<file path="config.mk">
export PLATFORM = sky130hd
export DESIGN_NAME = pcmd_bank
export DESIGN_NICKNAME = d
export VERILOG_FILES = /design/src/inc/pcmd_pkg.sv /design/src/inc/pcmd_fn_if.sv /design/src/rtl/pcmd_bank.sv /design/src/rtl/pcmd_fn_reg.sv
export SDC_FILE = /design/constraint.sdc
export NUM_CORES = 1
export LEC_CHECK = 0
export ABC_CLOCK_PERIOD_IN_PS = 2040
export BUFFER_PORTS_ARGS = -buffer_cell sky130_fd_sc_hd__buf_2
export CAP_MARGIN = 20
export CORE_MARGIN = 5
export CORE_UTILIZATION = 45
export DETAILED_ROUTE_END_ITERATION = 12
export HOLD_SLACK_MARGIN = 0.02
export PLACE_DENSITY = 0.8
export SETUP_SLACK_MARGIN = 0.02
export SLEW_MARGIN = 20
export SYNTH_ARGS = -nofsm -noshare
export SYNTH_HDL_FRONTEND = slang
export SYNTH_SLANG_ARGS = --single-unit
</file>
<file path="constraint.sdc">
create_clock -name clk_sys -period 2.04 [get_ports clk_sys]
set_clock_uncertainty 0.1 [all_clocks]
set_input_delay 0.204 -clock clk_sys [delete_from_list [all_inputs] [get_ports clk_sys]]
set_output_delay 0.204 -clock clk_sys [all_outputs]
set_load 0.02 [all_outputs]
</file>
<file path="src/inc/pcmd_pkg.sv">
// Constants for the per-function PCI command register bank.
// Assumes a configuration-access front end on the PCI clock that decodes function and offset.
// What this block does
// - Each of the three functions has its own command register, with no bit shared between copies.
// - The system-error and parity enables are ORed across functions inside, yet each copy reads back as written.
// - Bits 15 to 11 and bit 7 always read as zero.
// - A set interrupt mask at bit 10 stops the function from asserting INTx; clear allows it.
// - When the general control enable bit is 0 the interrupt mask reads zero and ignores writes.
// - Bit 9 reads zero and no fast back-to-back transaction is ever generated.
// - Bit 8 gates the SERR output driver, disabled when 0.
// - An address parity error drives SERR only when both bit 8 and bit 6 are set.
// - With bit 6 clear parity errors are ignored; set, data errors go to PERR and, with bit 8 also set, address errors to SERR.
// - With bit 5 set palette writes are not claimed but their data is captured; clear, decoded normally.
// - Bit 4 reads zero, ignores writes, and the initiator uses plain memory write commands.
// - Bit 3 reads zero, ignores writes, and special cycles are never answered.
// - The function requests and owns the bus as initiator only while bit 2 is set.
// - The function claims memory cycles only while bit 1 is set.
// - The function claims I/O cycles only while bit 0 is set.
package pcmd_pkg;
  localparam int PCMD_NFUNC = 3;
  localparam logic [7:0] PCMD_OFFSET = 8'h04;
  localparam logic [15:0] PCMD_RESET = 16'h0000;
  localparam int PCMD_B_IO = 0;
  localparam int PCMD_B_MEM = 1;
  localparam int PCMD_B_INIT = 2;
  localparam int PCMD_B_SNOOP = 5;
  localparam int PCMD_B_PAR = 6;
  localparam int PCMD_B_SERR = 8;
  localparam int PCMD_B_INTMASK = 10;
  // Writable bits; all others are hardwired zero
  localparam logic [15:0] PCMD_WMASK = 16'h0567;
  localparam logic [15:0] PCMD_INTMASK_BIT = 16'h0400;
  // Plain memory write command code used by the initiator
  localparam logic [3:0] PCMD_CMD_MEMWR = 4'h7;
  // Write-and-invalidate request code, folded into a plain write
  localparam logic [3:0] PCMD_CMD_MWI = 4'hF;
endpackage : pcmd_pkg

</file>
<file path="src/inc/pcmd_fn_if.sv">
// Per-function view of one command register copy.
// Assumes one instance per function, joined by the bank top.
`timescale 1ns/10ps
interface pcmd_fn_if;
  logic wr_en;
  logic [15:0] wr_data;
  logic [1:0] wr_be;
  logic rev23;
  logic [15:0] value;
  modport bank (output wr_en, output wr_data, output wr_be, output rev23, input value);
  modport reg_side (input wr_en, input wr_data, input wr_be, input rev23, output value);
endinterface : pcmd_fn_if

</file>
<file path="src/rtl/pcmd_bank.sv">
// Command register bank for three PCI functions with the gating it feeds.
// Assumes config decode, target, initiator and parity logic are on the same PCI clock.
`timescale 1ns/10ps
module pcmd_bank
  import pcmd_pkg::*;
#(
  parameter int NFUNC = PCMD_NFUNC
)
(
  // Clock and reset
  input wire logic clk_sys,
  input wire logic rst,
  // Configuration access
  input wire logic cfg_wr,
  input wire logic cfg_rd,
  input wire logic [1:0] cfg_func,
  input wire logic [7:0] cfg_offset,
  input wire logic [1:0] cfg_be,
  input wire logic [15:0] cfg_wdata,
  output logic [15:0] cfg_rdata,
  // General control enable, one per function
  input wire logic [NFUNC-1:0] rev23_features_enable,
  // Requests from function logic
  input wire logic [NFUNC-1:0] int_req,
  input wire logic [NFUNC-1:0] init_req,
  input wire logic [NFUNC-1:0] mem_hit,
  input wire logic [NFUNC-1:0] io_hit,
  input wire logic [NFUNC-1:0] palette_wr,
  input wire logic addr_par_err,
  input wire logic data_par_err,
  input wire logic [3:0] init_cmd_req,
  // Gated results
  output logic [NFUNC-1:0] intx_assert,
  output logic [NFUNC-1:0] bus_request,
  output logic [NFUNC-1:0] mem_claim,
  output logic [NFUNC-1:0] io_claim,
  output logic [NFUNC-1:0] palette_capture,
  output logic serr_assert,
  output logic perr_assert,
  output logic serr_oe_n,
  output logic [3:0] init_cmd,
  output logic fast_b2b,
  output logic special_claim
);
  logic [15:0] value [NFUNC];
  logic [NFUNC-1:0] syserr_drive_enable;
  logic [NFUNC-1:0] par_en;
  logic serr_any;
  logic par_any;

  genvar g;
  generate
    for (g = 0; g < NFUNC; g++)
    begin : g_fn
      pcmd_fn_if fn ();
      assign fn.wr_en = cfg_wr && cfg_offset == PCMD_OFFSET && cfg_func == 2'(g);
      assign fn.wr_data = cfg_wdata;
      assign fn.wr_be = cfg_be;
      assign fn.rev23 = rev23_features_enable[g];
      assign value[g] = fn.value;
      assign syserr_drive_enable[g] = fn.value[PCMD_B_SERR];
      assign par_en[g] = fn.value[PCMD_B_PAR];
      pcmd_fn_reg u_reg (.clk_sys(clk_sys), .rst(rst), .fn(fn.reg_side));
    end
  endgenerate

  // Error enables act for the device as a whole
  assign serr_any = |syserr_drive_enable;
  assign par_any = |par_en;

  // Idle or missed reads return zero, so read data stands for one cycle only
  always_ff @(posedge clk_sys or posedge rst)
  begin
    if (rst)
      cfg_rdata <= 16'h0000;
    else if (cfg_rd && cfg_offset == PCMD_OFFSET && cfg_func < 2'(NFUNC))
      cfg_rdata <= value[cfg_func];
    else
      cfg_rdata <= 16'h0000;
  end

  // Every gate uses the value as read back, so a hidden mask bit never masks
  always_ff @(posedge clk_sys or posedge rst)
  begin
    if (rst)
    begin
      intx_assert <= '0;
      bus_request <= '0;
      mem_claim <= '0;
      io_claim <= '0;
      palette_capture <= '0;
    end
    else
    begin
      for (int i = 0; i < NFUNC; i++)
      begin
        intx_assert[i] <= int_req[i] && !value[i][PCMD_B_INTMASK];
        bus_request[i] <= init_req[i] && value[i][PCMD_B_INIT];
        // Snooped palette writes are captured, never claimed
        mem_claim[i] <= mem_hit[i] && value[i][PCMD_B_MEM]
          && !(palette_wr[i] && value[i][PCMD_B_SNOOP]);
        io_claim[i] <= io_hit[i] && value[i][PCMD_B_IO]
          && !(palette_wr[i] && value[i][PCMD_B_SNOOP]);
        palette_capture[i] <= palette_wr[i] && value[i][PCMD_B_SNOOP];
      end
    end
  end

  // Driver enable follows the report itself; the pin is pulled only while reporting
  always_ff @(posedge clk_sys or posedge rst)
  begin
    if (rst)
    begin
      serr_assert <= 1'b0;
      perr_assert <= 1'b0;
      serr_oe_n <= 1'b1;
    end
    else
    begin
      serr_assert <= addr_par_err && serr_any && par_any;
      perr_assert <= data_par_err && par_any;
      serr_oe_n <= !(addr_par_err && serr_any && par_any);
    end
  end

  // Initiator command and the two features this device never offers
  always_ff @(posedge clk_sys or posedge rst)
  begin
    if (rst)
    begin
      init_cmd <= PCMD_CMD_MEMWR;
      fast_b2b <= 1'b0;
      special_claim <= 1'b0;
    end
    else
    begin
      // Write-and-invalidate folds to plain memory write
      init_cmd <= (init_cmd_req == PCMD_CMD_MWI) ? PCMD_CMD_MEMWR : init_cmd_req;
      fast_b2b <= 1'b0;
      special_claim <= 1'b0;
    end
  end

  // Device-wide error path, function 0 initiator and mask gates, and fixed behaviour
  a_serr_gate: assert property (@(posedge clk_sys) disable iff (rst)
    serr_assert |-> $past(serr_any && par_any && addr_par_err)) else $error("serr ungated");
  a_perr_ignore: assert property (@(posedge clk_sys) disable iff (rst)
    (!par_any && data_par_err) |=> !perr_assert) else $error("perr while disabled");
  a_init_gate: assert property (@(posedge clk_sys) disable iff (rst)
    bus_request[0] |-> $past(value[0][PCMD_B_INIT])) else $error("bus request ungated");
  a_int_mask: assert property (@(posedge clk_sys) disable iff (rst)
    (int_req[0] && value[0][PCMD_B_INTMASK]) |=> !intx_assert[0]) else $error("intx leaked");
  a_no_fbb: assert property (@(posedge clk_sys) disable iff (rst)
    !fast_b2b && !special_claim) else $error("fbb or special cycle");

  // The driver may only turn on when some copy enables it
  a_serr_driver: assert property (@(posedge clk_sys) disable iff (rst)
    !serr_any |=> serr_oe_n)
    else $error("serr driver on while disabled");
  a_serr_needs_par: assert property (@(posedge clk_sys) disable iff (rst)
    !par_any |=> !serr_assert)
    else $error("serr without parity enable");
  // Enables set in different copies still combine
  a_serr_report: assert property (@(posedge clk_sys) disable iff (rst)
    (addr_par_err && serr_any && par_any) |=> (serr_assert && !serr_oe_n))
    else $error("address parity error not reported");
  a_perr_report: assert property (@(posedge clk_sys) disable iff (rst)
    (data_par_err && par_any) |=> perr_assert)
    else $error("data parity error not reported");
  a_perr_gate: assert property (@(posedge clk_sys) disable iff (rst)
    perr_assert |-> $past(par_any && data_par_err))
    else $error("perr without cause");
  a_mwi_fold: assert property (@(posedge clk_sys) disable iff (rst)
    (init_cmd_req == PCMD_CMD_MWI) |=> (init_cmd == PCMD_CMD_MEMWR))
    else $error("write and invalidate issued");
  a_rdata_zero: assert property (@(posedge clk_sys) disable iff (rst)
    (cfg_rdata & ~PCMD_WMASK) == 16'h0000)
    else $error("reserved bit read as one");

  // Per-copy checks; each function is judged only by its own bits
  genvar c;
  generate
    for (c = 0; c < NFUNC; c++)
    begin : g_chk
      a_mem_gate: assert property (@(posedge clk_sys) disable iff (rst)
        (mem_hit[c] && !value[c][PCMD_B_MEM]) |=> !mem_claim[c])
        else $error("memory cycle claimed while disabled");
      a_io_gate: assert property (@(posedge clk_sys) disable iff (rst)
        (io_hit[c] && !value[c][PCMD_B_IO]) |=> !io_claim[c])
        else $error("port cycle claimed while disabled");
      a_bus_gate: assert property (@(posedge clk_sys) disable iff (rst)
        (init_req[c] && !value[c][PCMD_B_INIT]) |=> !bus_request[c])
        else $error("bus requested while initiator off");
      a_intx_gate: assert property (@(posedge clk_sys) disable iff (rst)
        (int_req[c] && value[c][PCMD_B_INTMASK]) |=> !intx_assert[c])
        else $error("interrupt asserted while masked");
      a_intx_pass: assert property (@(posedge clk_sys) disable iff (rst)
        (int_req[c] && !value[c][PCMD_B_INTMASK]) |=> intx_assert[c])
        else $error("interrupt lost while unmasked");
      a_snoop_capture: assert property (@(posedge clk_sys) disable iff (rst)
        (palette_wr[c] && value[c][PCMD_B_SNOOP])
          |=> (palette_capture[c] && !mem_claim[c] && !io_claim[c]))
        else $error("snooped palette write claimed");
      a_snoop_off: assert property (@(posedge clk_sys) disable iff (rst)
        !value[c][PCMD_B_SNOOP] |=> !palette_capture[c])
        else $error("palette captured while snoop off");
      // Read data stands for one cycle after the read edge
      a_read_back: assert property (@(posedge clk_sys) disable iff (rst)
        (cfg_rd && cfg_offset == PCMD_OFFSET && cfg_func == 2'(c))
          |=> (cfg_rdata == $past(value[c])))
        else $error("read data not from own copy");
      a_mask_read: assert property (@(posedge clk_sys) disable iff (rst)
        (cfg_rd && cfg_offset == PCMD_OFFSET && cfg_func == 2'(c) && !rev23_features_enable[c])
          |=> !cfg_rdata[PCMD_B_INTMASK])
        else $error("interrupt mask read while gated off");
      // Bit 10 may follow its gate, so it is left out here
      a_copy_apart: assert property (@(posedge clk_sys) disable iff (rst)
        (cfg_wr && cfg_func != 2'(c))
          |=> ((value[c] & ~PCMD_INTMASK_BIT) == $past(value[c] & ~PCMD_INTMASK_BIT)))
        else $error("copy changed by another function");
    end
  endgenerate
endmodule : pcmd_bank

</file>
<file path="src/rtl/pcmd_fn_reg.sv">
// One function's command register copy.
// Assumes writes come from the bank top on the PCI clock.
`timescale 1ns/10ps
module pcmd_fn_reg
  import pcmd_pkg::*;
(
  // Clock and reset
  input wire logic clk_sys,
  input wire logic rst,
  // Bank side
  pcmd_fn_if.reg_side fn
);
  logic [15:0] cmd;
  logic [15:0] wmask;

  always_comb
  begin
    wmask = PCMD_WMASK;
    if (!fn.rev23)
      wmask = wmask & ~PCMD_INTMASK_BIT;
  end

  always_ff @(posedge clk_sys or posedge rst)
  begin
    if (rst)
      cmd <= PCMD_RESET;
    else
    begin
      if (fn.wr_en && fn.wr_be[0])
        cmd[7:0] <= fn.wr_data[7:0] & wmask[7:0];
      if (fn.wr_en && fn.wr_be[1])
        cmd[15:8] <= fn.wr_data[15:8] & wmask[15:8];
      else if (!fn.rev23)
        cmd[PCMD_B_INTMASK] <= 1'b0;
    end
  end

  // Mask reads zero while the general control enable is off
  assign fn.value = fn.rev23 ? cmd : (cmd & ~PCMD_INTMASK_BIT);

  a_reserved_zero: assert property (@(posedge clk_sys) disable iff (rst)
    (fn.value & ~PCMD_WMASK) == 16'h0000) else $error("reserved bit set");
  a_mask_gated: assert property (@(posedge clk_sys) disable iff (rst)
    !fn.rev23 |-> !fn.value[PCMD_B_INTMASK]) else $error("mask visible while off");
  a_write_lands: assert property (@(posedge clk_sys) disable iff (rst)
    (fn.wr_en && fn.wr_be[0]) |=> fn.value[PCMD_B_MEM] == $past(fn.wr_data[PCMD_B_MEM]))
    else $error("memory enable write lost");
endmodule : pcmd_fn_reg

</file>
Word-level counts from Yosys, hierarchy flattened
Cells that the tools add are included.
{ "classes": {"n_lt_le_gt_ge": 2, "mux": 17, "reduce_logical": 46, "bitwise": 7, "n_eq_ne": 7} }
{ "op_table": {"columns": ["op", "count"], "rows": [
  ["11-bit two-way mux", 6],
  ["16-bit two-way mux", 3],
  ["1-bit logical AND", 36],
  ["16-bit binary-select mux with 2-bit select", 1],
  ["8-bit by 3-bit AND with 8-bit output", 3],
  ["8-bit AND", 3],
  ["8-bit by 3-bit equality test with 1-bit output (second input constant)", 1],
  ["1-bit zero test", 7],
  ["1-bit two-way mux", 6],
  ["2-bit by 1-bit != test with 1-bit output (second input constant)", 3],
  ["3-bit OR reduction", 2],
  ["4-bit equality test (second input constant)", 1],
  ["4-bit two-way mux", 1],
  ["3-bit >= comparator (second input constant)", 1],
  ["2-bit inverter with 3-bit output", 1],
  ["2-bit by 1-bit equality test with 1-bit output (second input constant)", 1],
  ["2-bit equality test (second input constant)", 1],
  ["2-bit zero test", 1],
  ["2-bit < comparator (second input constant)", 1]
]} }
{ "word_totals": {"ff_bits": 86, "inputBits": 56, "out_inout_bits": 40} }

Longest topological paths before layout
Gate-level depths: netlist of the first run.
{ "depth": {"word_depth": 5, "ltp_mapped": 4} }

Hierarchy
A second synthesis of the first run with hierarchy kept.
{ "hier_totals": {"cells_unflattened": 257, "area_unflattened_um2": 2906.5} }
{ "by_module_without_submodules": {"columns": ["module", "cells_each", "area_per_inst_um2", "n_inst", "seq_area_each_um2"], "rows": [
  ["pcmd_bank", 149, 1709.1, 1, 955.9],
  ["pcmd_fn_reg", 36, 399.1, 3, 175.2]
]} }

Worst setup path before layout of the first run
Ideal clock, no wire load.
{ "synth_timing": {"kind": "input to register", "start": "input cfg_offset[1]", "end": "register g_fn[1].u_reg.cmd[0]", "path_buffers": 0, "setup_time_ns": 0.125, "path_slack_ns": 0.301, "t_required_ns": 1.815, "cell_stages": 3, "arrival_ns": 1.514, "cell_sequence": "or4b_4 > nor4_4 > mux2_2"} }
{ "synth_between": {"elab_chain_cells": 4} }
{ "synth_rtl": {"columns": ["element", "line_no", "source"], "rows": [
  ["start, declared", "pcmd_bank.sv:17", "input wire logic [7:0] cfg_offset,"],
  ["8-bit by 3-bit equality test with 1-bit output", "pcmd_bank.sv:56", "assign fn.wr_en = cfg_wr && cfg_offset == PCMD_OFFSET && cfg_func == 2'(g);"],
  ["1-bit logical AND (2 in series)", "pcmd_bank.sv:56", null],
  ["1-bit logical AND", "pcmd_fn_reg.sv:29", "if (fn.wr_en && fn.wr_be[0])"],
  ["end signal, assigned", "pcmd_fn_reg.sv:30", "cmd[7:0] <= fn.wr_data[7:0] & wmask[7:0];"],
  ["end, declared", "pcmd_fn_reg.sv:13", "logic [15:0] cmd;"]
]} }
No other way between the ends.
A chain may end at the register's enable or synchronous reset.

Final worst setup path of the first run
Same ends and word-level chain as after synthesis.

==> results of run 1 <==
-- worst max-delay path: stages --
cell	delay, ns
buf_2	0.10
or4b_4	0.58
nor4_4	0.26
buf_4	0.18
mux2_2	0.34
-- cells in the final DEF, fill, tap and decap left out --
cell and instances:
buf_2 75, dfrtp_1 46, mux2_2 18, nand2_1 16, conb_1 11, dlygate4sd3_1 11, mux2i_1 9, a21oi_1 7
and2_1 7, or2_2 6, inv_1 6, and3_1 6, clkbuf_8 5, buf_4 5, nand4_1 4, dfstp_2 4
nand4b_1 3, nor3b_1 2, or3_1 2, nand3_1 2, nand3b_1 2, clkinv_2 2, nor4b_1 1, nor4_1 1
and3b_1 1, or4b_4 1, or4_4 1, nor3_1 1, nor3_4 1, nor2b_1 1, a31oi_1 1, a21o_1 1
inv_2 1, nor4_4 1, bufinv_16 1
-- Yosys cell counts --
library cell  number  area (µm²)
a21oi_1            7        35.0
buf_2              1        5.00
nor3_4             1        16.3
and3b_1            1        8.76
nor4b_1            1        8.76
mux2_2            18         203
nor4_4             1        21.3
and2_1             7        43.8
dfstp_2            4         105
nand4_1            4        25.0
nand4b_1           3        26.3
or4_4              1        11.3
clkbuf_1           4        15.0
or4b_4             1        13.8
nor3_1             1        5.00
dfrtp_1           46        1150
nand2_1           16        60.1
or2_2              6        37.5
and3_1             6        37.5
conb_1             1        3.75
mux2i_1            9        90.1
nor4_1             1        6.26
a21o_1             1        7.51
buf_4             11        82.6
nand3_1            2        10.0
or3_1              2        12.5
inv_1              7        26.3
nor3b_1            2        15.0
nor2b_1            1        6.26
a31oi_1            1        6.26
nand3b_1           2        15.0
-- metal layers --
layer  vias up  GRT usage, %
met2        55          26.1
met1       720          19.0
li1        748             -
met4         0          5.24
met3         6          4.13
met5         -             0
-- power by group through the flow --
stage | clock, mW | combinational (mW) | sequential [mW]
floorplan | 0 | 0.0811 | 1.04
global placement | 0 | 0.148 | 1.03
detailed placement | 0 | 0.151 | 1.03
CTS | 0.685 | 0.167 | 1.01
global route | 0.724 | 0.184 | 1.01
finish | 0.660 | 0.167 | 1.01
-- through the flow --
stage	hold slack [ns]	area, µm²	util (%)	power [mW]	std cells
final	0.0300	2750	59.3	1.83	316
after global routing	0.0306	2750	59.3	1.92	316
after CTS	0.0208	2740	59.1	1.86	315
after detailed placement	0.222	2530	54.6	1.18	297
after global placement	0.220	2530	54.6	1.17	297
after floorplan	0.182	2150	-	1.12	179
-- state kept, by name, summed over array words and instances (netlist names), 3 cells and up --
| signal | count |
|---|---|
| cfg_rdata | 7 |
| intx_assert | 3 |
| io_claim | 3 |
| init_cmd | 4 |
| palette_capture | 3 |
| g_fn.u_reg.cmd | 21 |
| mem_claim | 3 |
| bus_request | 3 |
-- cells by family (layout without fill, tap and decap cells) --
| family | after synthesis | after routing | synth area share, % |
|---|---|---|---|
| other | 1 | 11 | 0.178 |
| AND/OR/NAND/NOR | 59 | 59 | 18.0 |
| multiplexers | 27 | 27 | 13.9 |
| buffers and inverters | 23 | 106 | 6.11 |
| AO/OA/AOI/OAI | 9 | 9 | 2.31 |
| flip-flops | 50 | 50 | 59.5 |
-- final cells by class --
cell class	count	area share, %
multi-input combinational	106	27.8
tap	54	2.46
timing repair buffer	91	19.1
clock buffer	5	2.51
sequential	50	45.8
inverter	7	0.957
clock inverter	3	1.46
-- path summary, 6_finish.rpt --
| check | from | slack [ns] | endpoint | depth (start not counted) |
|---|---|---|---|---|
| max | cfg_offset[1] | 0.46 | g_fn[1].u_reg.cmd[0] | 5 |
| min | init_req[1] | 0.03 | bus_request[1] | 2 |
| max reg2reg | g_fn[2].u_reg.cmd[6] | 0.87 | perr_assert | 2 |
| min reg2reg | g_fn[1].u_reg.cmd[2] | 0.42 | bus_request[1] | 1 |
| max in group asynchronous | rst | 0.91 | io_claim[1] | 4 |
| min in group asynchronous | rst | 0.51 | g_fn[1].u_reg.cmd[10] | 4 |
-- timing repair --
| item | 4_1_cts | 5_1_grt |
|---|---|---|
| gates resized for setup | 0 | 0 |
| endpoints found under the hold margin | 55 | 1 |
| hold buffers | 10 | 1 |
==> impl_metrics.env, run 1 <==
export IMPL_multiInputGateArea_um2=763
export IMPL_grt_pass1_wl_um=7360
export IMPL_clock_latency_ns=0.30
export IMPL_maxClockFrequency_mhz=633
export IMPL_antenna_found_initial=0
export IMPL_wl_met2_um=2330
export IMPL_drt_iter0_drc=93
export IMPL_seq_area_mm2=0.00126
export IMPL_maxCapViolations=0
export IMPL_first_pass_iters=4
export IMPL_clock_sinks=50
export IMPL_power_switching_mw=0.401
export IMPL_p_comb_share_pct=9.1
export IMPL_maxUsedRoutingLayer="met4"
export IMPL_pre_cts_ws_ns=0.134
export IMPL_grt_total_usage_pct=15.4
export IMPL_final_nets=317
export IMPL_cp_start_kind="input pin"
export IMPL_peakVddDrop_uv=353
export IMPL_wl_met3_um=277
export IMPL_synth_seq_cells=50
export IMPL_p_clk_share_pct=36.0
export IMPL_numCtsBuffers=5
export IMPL_yosysUniqueCellTypes=31
export IMPL_drtAntennaViolNets=0
export IMPL_relSlewSlack_pct=59.1
export IMPL_slew_viol_final=0
export IMPL_p_sw_share_pct=21.8
export IMPL_cts_max_level=2
export IMPL_setup_violations_final=0
export IMPL_syn2layout_area_growth_pct=30.1
export IMPL_critical_path_class="in -> reg"
export IMPL_cp_arrival_ns=1.66
export IMPL_start_util_pct=45.6
export IMPL_nFillCells=393
export IMPL_grt_overflow=0
export IMPL_synthesis_area_mm2=0.00211
export IMPL_hp_class="in -> reg"
export IMPL_outcome="complete, no violations"
export IMPL_hold_viol=0
export IMPL_rows=25
export IMPL_die_h_um=78.5
export IMPL_yosys_warnings=0
export IMPL_wl_met1_um=1840
export IMPL_wl_um=4510
export IMPL_cp_required_ns=2.12
export IMPL_cts_tree="built"
export IMPL_vias=1529
export IMPL_top_level_ports=96
export IMPL_drcViolationCount=0
export IMPL_antennaDiodeCount=0
export IMPL_layout_setup_ws_ns=0.460
export IMPL_core_area_mm2=0.00463
export IMPL_period_minus_slack_ns=1.58
export IMPL_tightest_slew_ns=0.613
export IMPL_post_cts_buffers=0
export IMPL_clock_path_buffers=2
export IMPL_fp_dieW_um=78.5
export IMPL_port_buffers=75
export IMPL_p_leak_nw=1.52
export IMPL_grt_max_degree=51
export IMPL_clockRootBuffer="clkbuf_8"
export IMPL_layout_drive_gt1_share_pct=46.2
export IMPL_p_seq_share_pct=54.9
export IMPL_power_density_mw_per_mm2=668
export IMPL_cp_max_fo=5
export IMPL_grt_pass1_vias=1529
export IMPL_viasPerCell=4.84
export IMPL_end_kind="register"
export IMPL_cts_clk_slew_worst_paths_ns=0.08
export IMPL_rsz0062_at_grt="false"
export IMPL_period_share_pct=77.5
export IMPL_ys_seq_area_share_pct=59.5
export IMPL_fin_tns_setup_ns=0
export IMPL_routedWlPerCell_um=14.3
export IMPL_syn_inst=169
export IMPL_gp_congestion=0.720
export IMPL_dp_hpwl_um=3290
export IMPL_die_area_mm2=0.00616
export IMPL_internal_power_mw=1.43
export IMPL_synth_avg_cell_area_um2=12.5
Note: power is estimated with default switching activity, not from simulation.
==> inputs of run 2 (changes only) <==
--- a/config.mk
+++ b/config.mk
@@ -5,14 +5,15 @@
 export SDC_FILE = /design/constraint.sdc
 export NUM_CORES = 1
 export LEC_CHECK = 0
-export ABC_CLOCK_PERIOD_IN_PS = 2040
+export ABC_AREA = 1
+export ABC_CLOCK_PERIOD_IN_PS = 1500
 export BUFFER_PORTS_ARGS = -buffer_cell sky130_fd_sc_hd__buf_2
 export CAP_MARGIN = 20
 export CORE_MARGIN = 5
 export CORE_UTILIZATION = 45
 export DETAILED_ROUTE_END_ITERATION = 12
 export HOLD_SLACK_MARGIN = 0.02
-export PLACE_DENSITY = 0.8
+export PLACE_DENSITY = 0.79
 export SETUP_SLACK_MARGIN = 0.02
 export SLEW_MARGIN = 20
 export SYNTH_ARGS = -nofsm -noshare
==> constraint.sdc (replaced) <==
create_clock -name clk_sys -period 1.5 [get_ports clk_sys]
set_clock_uncertainty 0.1 [all_clocks]
set_input_delay 0.15 -clock clk_sys [delete_from_list [all_inputs] [get_ports clk_sys]]
set_output_delay 0.15 -clock clk_sys [all_outputs]
set_load 0.02 [all_outputs]
==> impl_metrics.env, run 2 <==
export IMPL_die_h_um=81.8
export IMPL_port_buffers=75
export IMPL_worst_hold_slack_ns=0.0207
export IMPL_routedWlPerCell_um=12.8
export IMPL_syn_inst=248
export IMPL_endpoint="mem_claim[0]"
export IMPL_peakVddDrop_uv=440
export IMPL_largest_reg_flops=21
export IMPL_viasPerCell=4.68
export IMPL_maxCapViolations=0
export IMPL_grt_total_usage_pct=17.0
export IMPL_start_util_pct=46.0
export IMPL_regMostFlops="g_fn.u_reg.cmd"
export IMPL_cts_tree="built"
export IMPL_cp_max_fo=3
export IMPL_rr_endpoint="mem_claim[0]"
export IMPL_synth_seq_cells=50
export IMPL_end_kind="register"
export IMPL_layout_drive_gt1_share_pct=33.2
export IMPL_ys_seq_area_share_pct=54.2
export IMPL_layout_setup_ws_ns=0.0696
export IMPL_cp_required_ns=1.64
export IMPL_dp_hpwl_um=3790
export IMPL_fp_dieW_um=81.8
export IMPL_vias=1990
export IMPL_antenna_found_initial=0
export IMPL_regToRegSetupSlack_ns=0.11
export IMPL_mostFrequentLayoutCell="buf_2"
export IMPL_yosysTopAreaCell="dfrtp_1"
export IMPL_drtAntennaViolNets=0
export IMPL_clock_latency_ns=0.30
export IMPL_rr_startpoint="g_fn[0].u_reg.cmd[5]"
export IMPL_cts_max_level=2
export IMPL_drcViolationCount=0
export IMPL_slew_viol_final=0
export IMPL_power_mw=2.44
export IMPL_die_area_mm2=0.00668
export IMPL_rows=26
export IMPL_critical_path_class="in -> reg"
export IMPL_final_nets=410
export IMPL_grt_pass1_wl_um=8700
export IMPL_cp_arrival_ns=1.57
export IMPL_period_minus_slack_ns=1.43
export IMPL_place_area_mm2=0.00270
export IMPL_hold_viol=0
export IMPL_period_share_pct=95.4
export IMPL_layout_common_cells="buf_2 (75), nand2_1 (72), dfrtp_1 (46)"
export IMPL_final_util_pct=61.4
export IMPL_async_flop_share_pct=100
export IMPL_dp_cells=387
export IMPL_yosysUniqueCellTypes=27
export IMPL_syn2layout_area_growth_pct=33.6
export IMPL_grt_pass1_vias=1991
export IMPL_synth_avg_cell_area_um2=9.34
export IMPL_core_area_mm2=0.00504
export IMPL_p_leak_nw=1.76
export IMPL_outcome="complete, no violations"
export IMPL_first_pass_iters=4
export IMPL_yosys_warnings=0
export IMPL_cts_clk_slew_worst_paths_ns=0.09
export IMPL_numCtsBuffers=5
export IMPL_power_density_mw_per_mm2=788
export IMPL_pre_cts_ws_ns=0.193
export IMPL_clock_path_buffers=2
export IMPL_grt_overflow=0
export IMPL_clockRootBuffer="clkbuf_8"
export IMPL_yosys_cell_count_top_type="nand2_1"
export IMPL_yosys_top_cells_area="dfrtp_1 (50%), nand2_1 (12%), nand4_1 (6.5%), dfstp_2 (4.5%), inv_1 (4.5%)"
export IMPL_gp_congestion=0.814
export IMPL_setup_violations_final=0
export IMPL_final_cell_area_mm2=0.00310
export IMPL_synth_ff_type="dfrtp_1"
export IMPL_grt_max_degree=23
export IMPL_crit_start="palette_wr[0]"
export IMPL_antennaDiodeCount=0
export IMPL_clock_sinks=50
export IMPL_drt_iter0_drc=114
export IMPL_fin_tns_setup_ns=0
export IMPL_synth_edff_count=0
export IMPL_hp_class="in -> reg"
export IMPL_instances_no_fill=425
export IMPL_synth_common_cells="nand2_1 (72), dfrtp_1 (46), inv_1 (28)"
export IMPL_cp_start_kind="input pin"
export IMPL_top_level_ports=96
export IMPL_largestRegisters="g_fn.u_reg.cmd (21), cfg_rdata (7), init_cmd (4)"
export IMPL_rsz0062_at_grt="false"
export IMPL_wl_um=5450
export IMPL_worstHoldStart="cfg_wdata[8]"
export IMPL_yosys_area_top_type_share_pct=49.7
export IMPL_maxClockFrequency_mhz=699
export IMPL_r2r_cells=4
export IMPL_post_cts_buffers=0
export IMPL_synthesis_area_mm2=0.00232
[run 2: cell count changes after synthesis, moves of 5 or more]
cell / delta
and3_1: -6
or2_2: -6
mux2i_1: -9
nor2_1: +17
and2_1: -7
mux2_2: -18
nand2_2: +5
nand4_1: +20
inv_1: +21
nand2_1: +56
[run 2: critical path: stages]
cell	delay, ns
dlygate4sd3_1	0.53
buf_2	0.12
nand2_1	0.05
inv_1	0.05
nor2_1	0.10
dlygate4sd3_1	0.57
[run 2: worst min path at each step]
| stage | end | slack, ns | cells after the start |
|---|---|---|---|
| global placement | cfg_rdata[10] | 0.07 | 2 |
| detailed placement | cfg_rdata[10] | 0.07 | 2 |
| floorplan | init_cmd[0] | 0.13 | 1 |
| finish | g_fn[0].u_reg.cmd[8] | 0.02 | 3 |
| global route | g_fn[0].u_reg.cmd[8] | 0.02 | 3 |
| CTS | g_fn[0].u_reg.cmd[8] | 0.02 | 3 |
[run 2: cells by family (layout without fill, tap and decap cells)]
group / count (synthesis) / after routing / share of synthesized area (%)
DFF: 50 / 50 / 54.2
buffers and inverters: 53 / 150 / 12.5
and+or+nand+nor: 130 / 130 / 28.2
other: 1 / 11 / 0.162
AOI/OAI and AO/OA: 14 / 14 / 4.91
[run 2: repair_timing]
item,CTS,global route
setup endpoints to repair,0,2
resized for setup,0,2
endpoints found under the hold margin,44,0
hold buffers,30,0
[run 2: metal layers]
layer / up-vias / wire, µm / share of wire [%] / global-route usage, %
met4: 0 / 89 / 1.6 / 6.15
li1: 983 / - / - / -
met5: - / 0 / 0 / 0
met3: 8 / 376 / 6.9 / 3.29
met1: 932 / 2150 / 39 / 20.1
met2: 67 / 2840 / 52 / 30.6
[run 2: area by class of cell]
cell class	count	area [µm²]
timing repair buffer	111	733
inverter	31	119
fill	434	1950
tap	70	87.6
multi-input combinational	155	811
clock buffer	5	68.8
sequential	50	1260
clock inverter	3	21.3
[run 2: power by group]
part / total [mW] / internal (mW) / switching [mW]
Clock: 0.766 / 0.328 / 0.438
Sequential: 1.37 / 1.37 / 0.00625
Combinational: 0.302 / 0.124 / 0.178
